**config.mk**
```make
export PLATFORM = sky130hd
export DESIGN_NAME = pdc_config_regs
export DESIGN_NICKNAME = d
export VERILOG_FILES = /design/src/verilog/pdc_pkg.sv /design/src/verilog/pdc_phase_accum.sv /design/src/verilog/pdc_config_regs.sv
export SDC_FILE = /design/constraint.sdc
export NUM_CORES = 1
export LEC_CHECK = 0
export ABC_AREA = 1
export BUFFER_PORTS_ARGS = -buffer_cell sky130_fd_sc_hd__buf_2
export CORE_AREA = 2 2 168 170
export CTS_BUF_LIST = sky130_fd_sc_hd__clkbuf_8
export DETAILED_ROUTE_END_ITERATION = 10
export DIE_AREA = 0 0 170 172
export GPL_TIMING_DRIVEN = 0
export HOLD_SLACK_MARGIN = 0.08
export MAX_ROUTING_LAYER = met4
export PLACE_DENSITY_LB_ADDON = 0.08
export SLEW_MARGIN = 25
export SYNTH_ARGS = -nofsm -noshare
export SYNTH_HDL_FRONTEND = slang
export SYNTH_SLANG_ARGS = --single-unit
```
**constraint.sdc**
```tcl
create_clock -name i_core_clk -period 2.14 [get_ports i_core_clk]
set_input_delay 0.107 -clock i_core_clk [delete_from_list [all_inputs] [get_ports i_core_clk]]
set_output_delay 0.107 -clock i_core_clk [all_outputs]
set_load 0.03 [all_outputs]
```
**src/verilog/pdc_pkg.sv**
```systemverilog
// Package for the divider and phase configuration register bank.
// Assumes byte-wide register access from the serial port engine on one clock.
package pdc_pkg;

    // ****************************************
    // Register map
    // ****************************************
    localparam int unsigned NUM_REGS = 12;
    localparam int unsigned ADDR_W = 15;
    localparam logic [14:0] ADDR_INT_LOW = 15'h0010;
    localparam logic [14:0] ADDR_INT_HIGH = 15'h0011;
    localparam logic [14:0] ADDR_CAL_PRESCALE = 15'h0012;
    localparam logic [14:0] ADDR_PRI_FRAC0 = 15'h0014;
    localparam logic [14:0] ADDR_PRI_PRIMARY_FRACTION = 15'h0015;
    localparam logic [14:0] ADDR_PRI_AUXILIARY_FRACTION = 15'h0016;
    localparam logic [14:0] ADDR_FRAC_SHARED = 15'h0017;
    localparam logic [14:0] ADDR_AUX_FRAC_HIGH = 15'h0018;
    localparam logic [14:0] ADDR_AUX_MOD_LOW = 15'h0019;
    localparam logic [14:0] ADDR_AUX_MOD_HIGH = 15'h001a;
    localparam logic [14:0] ADDR_PHASE0 = 15'h001b;
    localparam logic [14:0] ADDR_PHASE1 = 15'h001c;
    localparam logic [14:0] ADDR_PHASE2 = 15'h001d;

    // ****************************************
    // Storage index of each register except 0x10, which is not stored
    // ****************************************
    localparam int unsigned IDX_INT_HIGH = 0;
    localparam int unsigned IDX_CAL_PRESCALE = 1;
    localparam int unsigned IDX_PRI_FRAC0 = 2;
    localparam int unsigned IDX_PRI_PRIMARY_FRACTION = 3;
    localparam int unsigned IDX_PRI_AUXILIARY_FRACTION = 4;
    localparam int unsigned IDX_FRAC_SHARED = 5;
    localparam int unsigned IDX_AUX_FRAC_HIGH = 6;
    localparam int unsigned IDX_AUX_MOD_LOW = 7;
    localparam int unsigned IDX_AUX_MOD_HIGH = 8;
    localparam int unsigned IDX_PHASE0 = 9;
    localparam int unsigned IDX_PHASE1 = 10;
    localparam int unsigned IDX_PHASE2 = 11;

    // ****************************************
    // Reset values
    // ****************************************
    localparam logic [7:0] RESET_INT_LOW = 8'h32;
    localparam logic [7:0] RESET_INT_HIGH = 8'h00;
    localparam logic [7:0] RESET_CAL_PRESCALE = 8'h40;
    localparam logic [7:0] RESET_ZERO = 8'h00;
    localparam logic [7:0] RESET_AUX_MOD_LOW = 8'he8;
    localparam logic [7:0] RESET_AUX_MOD_HIGH = 8'h03;

    // ****************************************
    // Writable bits and field positions
    // ****************************************
    localparam logic [7:0] MASK_FULL = 8'hff;
    localparam logic [7:0] MASK_CAL_PRESCALE = 8'h60;
    localparam logic [7:0] MASK_LOW7 = 8'h7f;
    localparam int unsigned BIT_AUTOCAL = 6;
    localparam int unsigned BIT_PRESCALE = 5;
    localparam int unsigned BIT_PHASE_EN = 6;
    localparam int unsigned BIT_PRI_FRAC_TOP = 0;
    localparam int unsigned INT_W = 16;
    localparam int unsigned PRI_FRAC_W = 25;
    localparam int unsigned AUX_W = 14;
    localparam int unsigned PHASE_W = 24;

    localparam logic [NUM_REGS-1:0][14:0] REG_ADDRS = {
        ADDR_PHASE2, ADDR_PHASE1, ADDR_PHASE0, ADDR_AUX_MOD_HIGH,
        ADDR_AUX_MOD_LOW, ADDR_AUX_FRAC_HIGH, ADDR_FRAC_SHARED, ADDR_PRI_AUXILIARY_FRACTION,
        ADDR_PRI_PRIMARY_FRACTION, ADDR_PRI_FRAC0, ADDR_CAL_PRESCALE, ADDR_INT_HIGH};
    localparam logic [NUM_REGS-1:0][7:0] REG_RESETS = {
        RESET_ZERO, RESET_ZERO, RESET_ZERO, RESET_AUX_MOD_HIGH,
        RESET_AUX_MOD_LOW, RESET_ZERO, RESET_ZERO, RESET_ZERO,
        RESET_ZERO, RESET_ZERO, RESET_CAL_PRESCALE, RESET_INT_HIGH};
    localparam logic [NUM_REGS-1:0][7:0] REG_MASKS = {
        MASK_FULL, MASK_FULL, MASK_FULL, MASK_LOW7,
        MASK_FULL, MASK_LOW7, MASK_FULL, MASK_FULL,
        MASK_FULL, MASK_FULL, MASK_CAL_PRESCALE, MASK_FULL};

endpackage

```
**src/verilog/pdc_phase_accum.sv**
```systemverilog
// Output phase offset accumulator for the phase adjust function.
// Assumes step requests are one-cycle pulses on the core clock.
`timescale 1ns/1ps
module pdc_phase_accum
(
    input wire logic i_core_clk,
    input wire logic i_reset_n,
    input wire logic i_soft_reset,
    input wire logic i_enable,
    input wire logic i_step,
    input wire logic [23:0] i_phase_value,
    output logic [23:0] o_phase_offset,
    output logic o_phase_step
);

    typedef struct packed
    {
        logic [23:0] offset;
        logic step;
    } pdc_accum_s;

    pdc_accum_s cur;
    pdc_accum_s next_cur;

    // ****************************************
    // Incremental advance, wraps at one full cycle
    // ****************************************
    always_comb
    begin
        next_cur = cur;
        next_cur.step = 1'b0;
        if (i_soft_reset)
        begin
            next_cur = '0;
        end
        else if (i_step && i_enable)
        begin
            next_cur.offset = cur.offset + i_phase_value;
            next_cur.step = 1'b1;
        end
    end

    always_ff @(posedge i_core_clk or negedge i_reset_n)
    begin
        if (!i_reset_n)
        begin
            cur <= '0;
        end
        else
        begin
            cur <= next_cur;
        end
    end

    assign o_phase_offset = cur.offset;
    assign o_phase_step = cur.step;

endmodule

```
**src/verilog/pdc_config_regs.sv**
```systemverilog
// Divider and phase configuration register bank with double-buffered divider values.
// Assumes the serial port engine delivers single-cycle byte accesses on i_core_clk.
//
// Summary of operation
// - The upper integer divide byte lives at 0x11, read/write, resetting to zero.
// - Bit 6 at 0x12 enables oscillator band autocalibration; that register resets to 0x40.
// - Bit 5 at 0x12 selects the prescaler: zero gives 4/5, one gives 8/9.
// - The 25-bit primary fraction is built from 0x14, 0x15, 0x16 and bit 0 of 0x17.
// - The 14-bit auxiliary fraction is 0x17 bits 7:1 low and 0x18 bits 6:0 high.
// - The 14-bit auxiliary modulus is 0x19 low and 0x1A bits 5:0 high, reset 0x3E8.
// - Bit 6 at 0x1A enables phase adjustment and resets to zero.
// - An enabled phase adjust advances the output phase relative to its present phase.
// - The 24-bit phase value spans 0x1B, 0x1C and 0x1D, low byte first, reset zero.
// - The applied shift is the phase value over 16,777,216 of a full 360 degrees.
// - Integer, fractions and modulus take effect only when the byte at 0x10 is written.
`timescale 1ns/1ps
module pdc_config_regs
(
    input wire logic i_core_clk,
    input wire logic i_reset_n,
    input wire logic i_soft_reset,
    input wire logic i_wr_en,
    input wire logic i_rd_en,
    input wire logic [14:0] i_addr,
    input wire logic [7:0] i_wr_data,
    output logic [7:0] o_rd_data,
    output logic o_rd_valid,
    output logic [15:0] o_int_word,
    output logic [24:0] o_primary_fraction_value,
    output logic [13:0] o_auxiliary_fraction_value,
    output logic [13:0] o_auxiliary_modulus_value,
    output logic o_prescaler_8_9,
    output logic o_auto_band_calibration_enable,
    output logic o_phase_shift_enable,
    output logic [23:0] o_phase_value,
    output logic [23:0] o_phase_offset,
    output logic o_phase_step,
    output logic o_divider_update,
    output logic o_autocal_start,
    output logic o_update_pending
);

    // ****************************************
    // State
    // ****************************************
    typedef struct packed
    {
        logic [pdc_pkg::NUM_REGS-1:0][7:0] regs;
        logic [15:0] act_int;
        logic [24:0] act_pri;
        logic [13:0] act_aux_frac;
        logic [13:0] act_aux_mod;
        logic pending;
        logic [7:0] rd_data;
        logic rd_valid;
        logic update;
        logic autocal_start;
    } pdc_state_s;

    localparam pdc_state_s STATE_RESET = '{
        regs: pdc_pkg::REG_RESETS,
        act_int: {pdc_pkg::RESET_INT_HIGH, pdc_pkg::RESET_INT_LOW},
        act_pri: 25'h000_0000,
        act_aux_frac: 14'h0000,
        act_aux_mod: {pdc_pkg::RESET_AUX_MOD_HIGH[5:0], pdc_pkg::RESET_AUX_MOD_LOW},
        pending: 1'b0,
        rd_data: 8'h00,
        rd_valid: 1'b0,
        update: 1'b0,
        autocal_start: 1'b0};

    pdc_state_s cur;
    pdc_state_s next_cur;

    logic [pdc_pkg::NUM_REGS-1:0] hit;
    logic int_low_write;
    logic [15:0] shadow_int;
    logic [24:0] shadow_pri;
    logic [13:0] shadow_aux_frac;
    logic [13:0] shadow_aux_mod;
    logic [23:0] phase_value;

    // ****************************************
    // Address decode
    // ****************************************
    genvar g;
    generate
        for (g = 0; g < pdc_pkg::NUM_REGS; g++)
        begin : gen_hit
            assign hit[g] = (i_addr == pdc_pkg::REG_ADDRS[g]);
        end
    endgenerate

    assign int_low_write = i_wr_en && (i_addr == pdc_pkg::ADDR_INT_LOW);

    // ****************************************
    // Shadow words assembled from the byte registers; the integer low byte comes from the write data
    // ****************************************
    assign shadow_int = {cur.regs[pdc_pkg::IDX_INT_HIGH], i_wr_data};
    assign shadow_pri = {
        cur.regs[pdc_pkg::IDX_FRAC_SHARED][pdc_pkg::BIT_PRI_FRAC_TOP],
        cur.regs[pdc_pkg::IDX_PRI_AUXILIARY_FRACTION],
        cur.regs[pdc_pkg::IDX_PRI_PRIMARY_FRACTION],
        cur.regs[pdc_pkg::IDX_PRI_FRAC0]};
    assign shadow_aux_frac = {
        cur.regs[pdc_pkg::IDX_AUX_FRAC_HIGH][6:0],
        cur.regs[pdc_pkg::IDX_FRAC_SHARED][7:1]};
    assign shadow_aux_mod = {
        cur.regs[pdc_pkg::IDX_AUX_MOD_HIGH][5:0],
        cur.regs[pdc_pkg::IDX_AUX_MOD_LOW]};
    assign phase_value = {
        cur.regs[pdc_pkg::IDX_PHASE2],
        cur.regs[pdc_pkg::IDX_PHASE1],
        cur.regs[pdc_pkg::IDX_PHASE0]};

    // ****************************************
    // Next state
    // ****************************************
    always_comb
    begin
        logic [7:0] rd_word;
        rd_word = 8'h00;
        next_cur = cur;
        next_cur.rd_valid = 1'b0;
        next_cur.update = 1'b0;
        next_cur.autocal_start = 1'b0;
        for (int i = 0; i < pdc_pkg::NUM_REGS; i++)
        begin
            if (hit[i])
            begin
                rd_word = rd_word | cur.regs[i];
            end
        end
        if (i_soft_reset)
        begin
            next_cur = STATE_RESET;
        end
        else
        begin
            // Reserved bits are masked off so they read back as zero
            for (int i = 0; i < pdc_pkg::NUM_REGS; i++)
            begin
                if (i_wr_en && hit[i])
                begin
                    next_cur.regs[i] = i_wr_data & pdc_pkg::REG_MASKS[i];
                end
            end
            if (i_wr_en && (|hit) && !hit[pdc_pkg::IDX_CAL_PRESCALE])
            begin
                next_cur.pending = 1'b1;
            end
            // Transfer the shadow set into the divider as one unit
            if (int_low_write)
            begin
                next_cur.act_int = shadow_int;
                next_cur.act_pri = shadow_pri;
                next_cur.act_aux_frac = shadow_aux_frac;
                next_cur.act_aux_mod = shadow_aux_mod;
                next_cur.pending = 1'b0;
                next_cur.update = 1'b1;
                next_cur.autocal_start =
                    cur.regs[pdc_pkg::IDX_CAL_PRESCALE][pdc_pkg::BIT_AUTOCAL];
            end
            if (i_rd_en && (|hit))
            begin
                next_cur.rd_data = rd_word;
                next_cur.rd_valid = 1'b1;
            end
        end
    end

    always_ff @(posedge i_core_clk or negedge i_reset_n)
    begin
        if (!i_reset_n)
        begin
            cur <= STATE_RESET;
        end
        else
        begin
            cur <= next_cur;
        end
    end

    // ****************************************
    // Phase adjust
    // ****************************************
    pdc_phase_accum u_phase_accum
    (
        .i_core_clk(i_core_clk),
        .i_reset_n(i_reset_n),
        .i_soft_reset(i_soft_reset),
        .i_enable(o_phase_shift_enable),
        .i_step(cur.update),
        .i_phase_value(phase_value),
        .o_phase_offset(o_phase_offset),
        .o_phase_step(o_phase_step)
    );

    // ****************************************
    // Outputs
    // ****************************************
    assign o_rd_data = cur.rd_data;
    assign o_rd_valid = cur.rd_valid;
    assign o_int_word = cur.act_int;
    assign o_primary_fraction_value = cur.act_pri;
    assign o_auxiliary_fraction_value = cur.act_aux_frac;
    assign o_auxiliary_modulus_value = cur.act_aux_mod;
    assign o_prescaler_8_9 =
        cur.regs[pdc_pkg::IDX_CAL_PRESCALE][pdc_pkg::BIT_PRESCALE];
    assign o_auto_band_calibration_enable =
        cur.regs[pdc_pkg::IDX_CAL_PRESCALE][pdc_pkg::BIT_AUTOCAL];
    assign o_phase_shift_enable =
        cur.regs[pdc_pkg::IDX_AUX_MOD_HIGH][pdc_pkg::BIT_PHASE_EN];
    assign o_phase_value = phase_value;
    assign o_divider_update = cur.update;
    assign o_autocal_start = cur.autocal_start;
    assign o_update_pending = cur.pending;

endmodule

```
Word level (Yosys, flattened, before mapping)
Index checks and enable logic that the tools add are counted.
- bits in registers: 202
- input port bits: 28
- add/subtract/negate cells: 1
- equal/unequal tests: 13
- multiplexer cells: 31
- bitwise gates (word level): 11
- reductions and logical operators: 35
- operators by type and width (cell ; count):
    equality test 15 x 5 -> 1 bit, second input constant ; 13
    two-way mux 8 bit ; 24
    two-way mux 177 bit ; 1
    OR 8 bit ; 11
    two-way mux 70 bit ; 1
    two-way mux 25 bit ; 2
    nonzero test 2 bit ; 15
    adder 24 bit ; 1
    logical AND 1 bit ; 17
    OR reduction 12 bit ; 1
    two-way mux 9 bit ; 1
    nonzero test 3 bit ; 1
    two-way mux 2 bit ; 1
    zero test 1 bit ; 1
    two-way mux 1 bit ; 1

Logic depth before layout (Yosys ltp)
- word-level depth: 26
- depth in mapped cells: 13

Hierarchy
Synthesis repeated with hierarchy kept, for this count alone.
- cell total of the unflattened synthesis: 1426
- area, all modules: 10944.2 sq um
- modules (own cells, without submodules) (module ; instances ; cells each ; area each (sq um) ; seq. area each (sq um)):
    pdc_config_regs ; 1 ; 984 ; 8326.7 ; 4249.1
    pdc_phase_accum ; 1 ; 442 ; 2617.5 ; 625.6

Worst setup path before layout
No wires, ideal clock.
- kind: reg2reg
- start: register u_phase_accum.cur, in the netlist u_phase_accum.o_phase_offset[0]
- end: register u_phase_accum.cur, in the netlist u_phase_accum.o_phase_offset[4]
- library setup time: 0.122 ns
- arrival: 1.934 ns
- setup slack: 0.084 ns
- stages on the path, launching flop included: 8
- buffers on the path: 0
- clock period less this slack: 2.056 ns
- cells stage by stage: dfrtp_1 > ha_1 > fa_1 > nand2_1 > nand3_1 > and2_1 > or2_2 > a32o_1
- word-level cells in the longest chain between the ends: 3
- ends and longest elaborated chain (item ; RTL line ; source):
    start: declaration ; pdc_phase_accum.sv:22 ; pdc_accum_s cur;
    start signal: assignment ; pdc_phase_accum.sv:51 ; cur <= next_cur;
    adder 24 bit ; pdc_phase_accum.sv:38 ; next_cur.offset = cur.offset + i_phase_value;
    two-way mux 25 bit ; pdc_phase_accum.sv:36 ; else if (i_step && i_enable)
    two-way mux 25 bit ; pdc_phase_accum.sv:32 ; if (i_soft_reset)
No other way between the ends. The select of a mux whose other input is x is not followed.
A chain may end at the register's enable or synchronous reset.

Final worst setup path
- start: input port i_soft_reset
- end: register cur[88] (netlist name)
- word-level cells in the longest chain between the ends: 1
- ends and longest elaborated chain (item ; RTL line ; source):
    start: declaration ; pdc_config_regs.sv:21 ; input wire logic i_soft_reset,
    two-way mux 177 bit or nonzero test 2 bit (tied branches) ; - ;
    end signal: assignment ; pdc_config_regs.sv:180 ; cur <= next_cur;
    end: declaration ; pdc_config_regs.sv:72 ; pdc_state_s cur;
Several ways; a longest one is shown, not always the timed one.

==> flow_metrics.tcl <==
set metrics [dict create \
    antenna_found_initial 0 \
    syn_inst 1396 \
    r2r-end "u_phase_accum.o_phase_offset[23]" \
    r2r-start "o_phase_value[3]" \
    synthesis.area_um2 10900 \
    syn2layout_area_growth_pct 18.2 \
    grt_util_all_layers 0.261 \
    fin_cells 1949 \
    dp_worst_setup_slack_ns -0.389 \
    cp.arrival_ns 2.48 \
    synth_area_leader_cell "dfrtp_1" \
    ys_ff_latch 194 \
    clock_sinks 194 \
    initial_core_util 0.395 \
    ios 161 \
    synth_edf_count 0 \
    htree_levels 4 \
    fin_crit_sh 0.976 \
    fin_nets 1643 \
    final_cell_mix "nand2_1 (316), buf_2 (179), dfrtp_1 (177)" \
    grt_pass1_vias 9521 \
    ys_warn_count 0 \
    finalSetupViolCount 0 \
    synthFlopType "dfrtp_1" \
    avgSynthCellArea_um2 7.78 \
    skew_ns 0.0150 \
    dpl.hpwl_um 27700 \
    worstMarginPinSlew_ns 1.08 \
    hold_viol_final 0 \
    rsz0062_at_grt "true" \
    slew_viol_final 0 \
    die_area_um2 29200 \
    cellLeakagePower_nw 6.71 \
    synthTopCellsByArea "dfrtp_1 (41%), nand2_1 (11%), nand3_1 (8.0%)" \
    rows 61 \
    syn-num-nets 1448 \
    ant_nets 0 \
    via_per_inst 5.13 \
    cap_violations 0 \
    coreArea_um2 27500 \
    port_buffers 160 \
    status "completed" \
    seq_area_frac_synth 0.449 \
    drc 0 \
    min_period_ns 2.09 \
    setup_tns_ns 0 \
    yosys.area.top_type_share 0.410 \
    die_w_um 170 \
    reg2reg_depth 10 \
    cts_tree "done" \
    synth_cell_types 41 \
    clk_pin_slew_worst_paths_ns 0.11 \
    worstSetupEndpoint "cur[88]" \
    drt_iter0_markers 764 \
    grt_overflow 0 \
    layout_commonest_cell "nand2_1" \
    crit_fanout 10 \
    clock_latency_ns 0.48 \
    clock_path_buffers 2 \
    slew-limit-headroom 0.277 \
    drive_gt1_frac 0.261 \
    path_class "in -> reg" \
    worstPathRequired_ns 2.53 \
    die_h_um 172 \
    vias 10000 \
    firstDrtPassIters 5 \
    fillers 2851 \
    async_flop_share 1.00 \
    cp-end-kind "flop" \
    grt_pass1_wl_um 55800 \
    p_per_area_nw_per_um2 584 \
    cts_root_buffer "clkbuf_8" \
    grt_max_degree 68 \
    p_total_mw 7.49 \
    start_kind "input port" \
    place.gp.congestion 0.922 \
    crit_start "i_soft_reset" \
    wl_per_cell_um 18.6 \
    worst_slack_ns 0.0520 \
    r2r_slack_ns 0.10 \
    fmax_mhz 479 \
    dpl.cell_count 1904 \
    hold_ws_ns 0.121 \
    cts_buffers 17 \
    num_antenna_cells 0 \
    drt_wl_total_um 36200 \
    ir_worst_vdd_v 0.000414 \
    hold_path_class "in -> async" \
]
cell families (layout without fill, tap and decap cells):
kind of cell / after synthesis / in the layout / synth area share
compound gates: 247 / 247 / 0.121
buf+inv: 269 / 476 / 0.134
xor+xnor: 1 / 1 / 0.000807
mux: 1 / 1 / 0.00104
flops: 194 / 194 / 0.449
fa+ha+maj: 24 / 24 / 0.0284
simple gates: 660 / 660 / 0.265
timing repair:
item                       CTS  global route
hold endpoints to repair   147             0
hold buffers                11             0
setup endpoints to repair   18            17
gates resized for setup      6            23
pin swaps                    0             2
buffers inserted             0             3
gates cloned                 0             0
Yosys cell counts, drive strengths merged (2+ instances only):
cell / number
nand2: 324
o21ai: 193
dfrtp: 178
nand3: 174
buf: 137
nor2: 131
inv: 120
a21oi: 42
ha: 23
dfstp: 16
clkbuf: 12
nor3: 12
nand4: 9
and2: 4
o21bai: 3
a22o: 2
a32o: 2
nand3b: 2
or2: 2
report_power, final:
part / total [mW] / switching (mW) / internal [mW]
registers: 3.95 / 0.148 / 3.80
logic: 0.859 / 0.603 / 0.256
clock network: 2.68 / 1.49 / 1.19
total: 7.49 / 2.24 / 5.25
worst min path at each step:
| stage | to | slack (ns) | depth (start not counted) |
|---|---|---|---|
| final | o_primary_fraction_value[9] | 0.12 | 2 |
| after global routing | o_primary_fraction_value[9] | 0.17 | 2 |
| after CTS | cur[140] | 0.14 | 5 |
| after detailed placement | o_primary_fraction_value[9] | 0.09 | 1 |
| after global placement | o_int_word[1] | 0.36 | 3 |
| after floorplan | cur[100] | -0.19 | 0 |
sequential cells by signal (all words and copies together) (netlist names), 8 cells and up:
signal,cells
cur,61
o_auxiliary_modulus_value,14
o_rd_data,8
u_phase_accum.o_phase_offset,24
o_int_word,16
o_phase_value,24
o_primary_fraction_value,25
o_auxiliary_fraction_value,14
final cells by class:
type | instances | area (um2) | area share
clock inverters | 14 | 195 | 0.0152
clock buffers | 17 | 234 | 0.0182
well taps | 346 | 433 | 0.0337
multi-input cells | 933 | 4630 | 0.361
plain buffers | 149 | 1010 | 0.0787
flip-flops and latches | 194 | 4880 | 0.380
repair buffers | 176 | 998 | 0.0778
inverters | 120 | 450 | 0.0351
routing by layer:
metal | wire length [um] | vias up | track usage | part of all wire
met4 | 785 | 0 | 0.0740 | 0.022
met2 | 17600 | 266 | 0.431 | 0.48
met3 | 1560 | 49 | 0.0295 | 0.043
li1 | - | 4874 | - | -
met5 | 0 | - | - | 0
met1 | 16300 | 4811 | 0.343 | 0.45
per-stage QoR:
stage / util / area (um2)
after floorplan: - / 10900
after global placement: 0.440 / 12100
after detailed placement: 0.442 / 12200
after CTS: 0.463 / 12700
after global routing: 0.467 / 12800
final: 0.467 / 12800
worst max-delay path, stage by stage:
cell and delay, ns:
buf_2 0.13, inv_1 0.15, buf_2 0.35, buf_1 0.71
nand2_1 0.69, o21ai_0 0.34
Power figures use the tool's default switching activity.
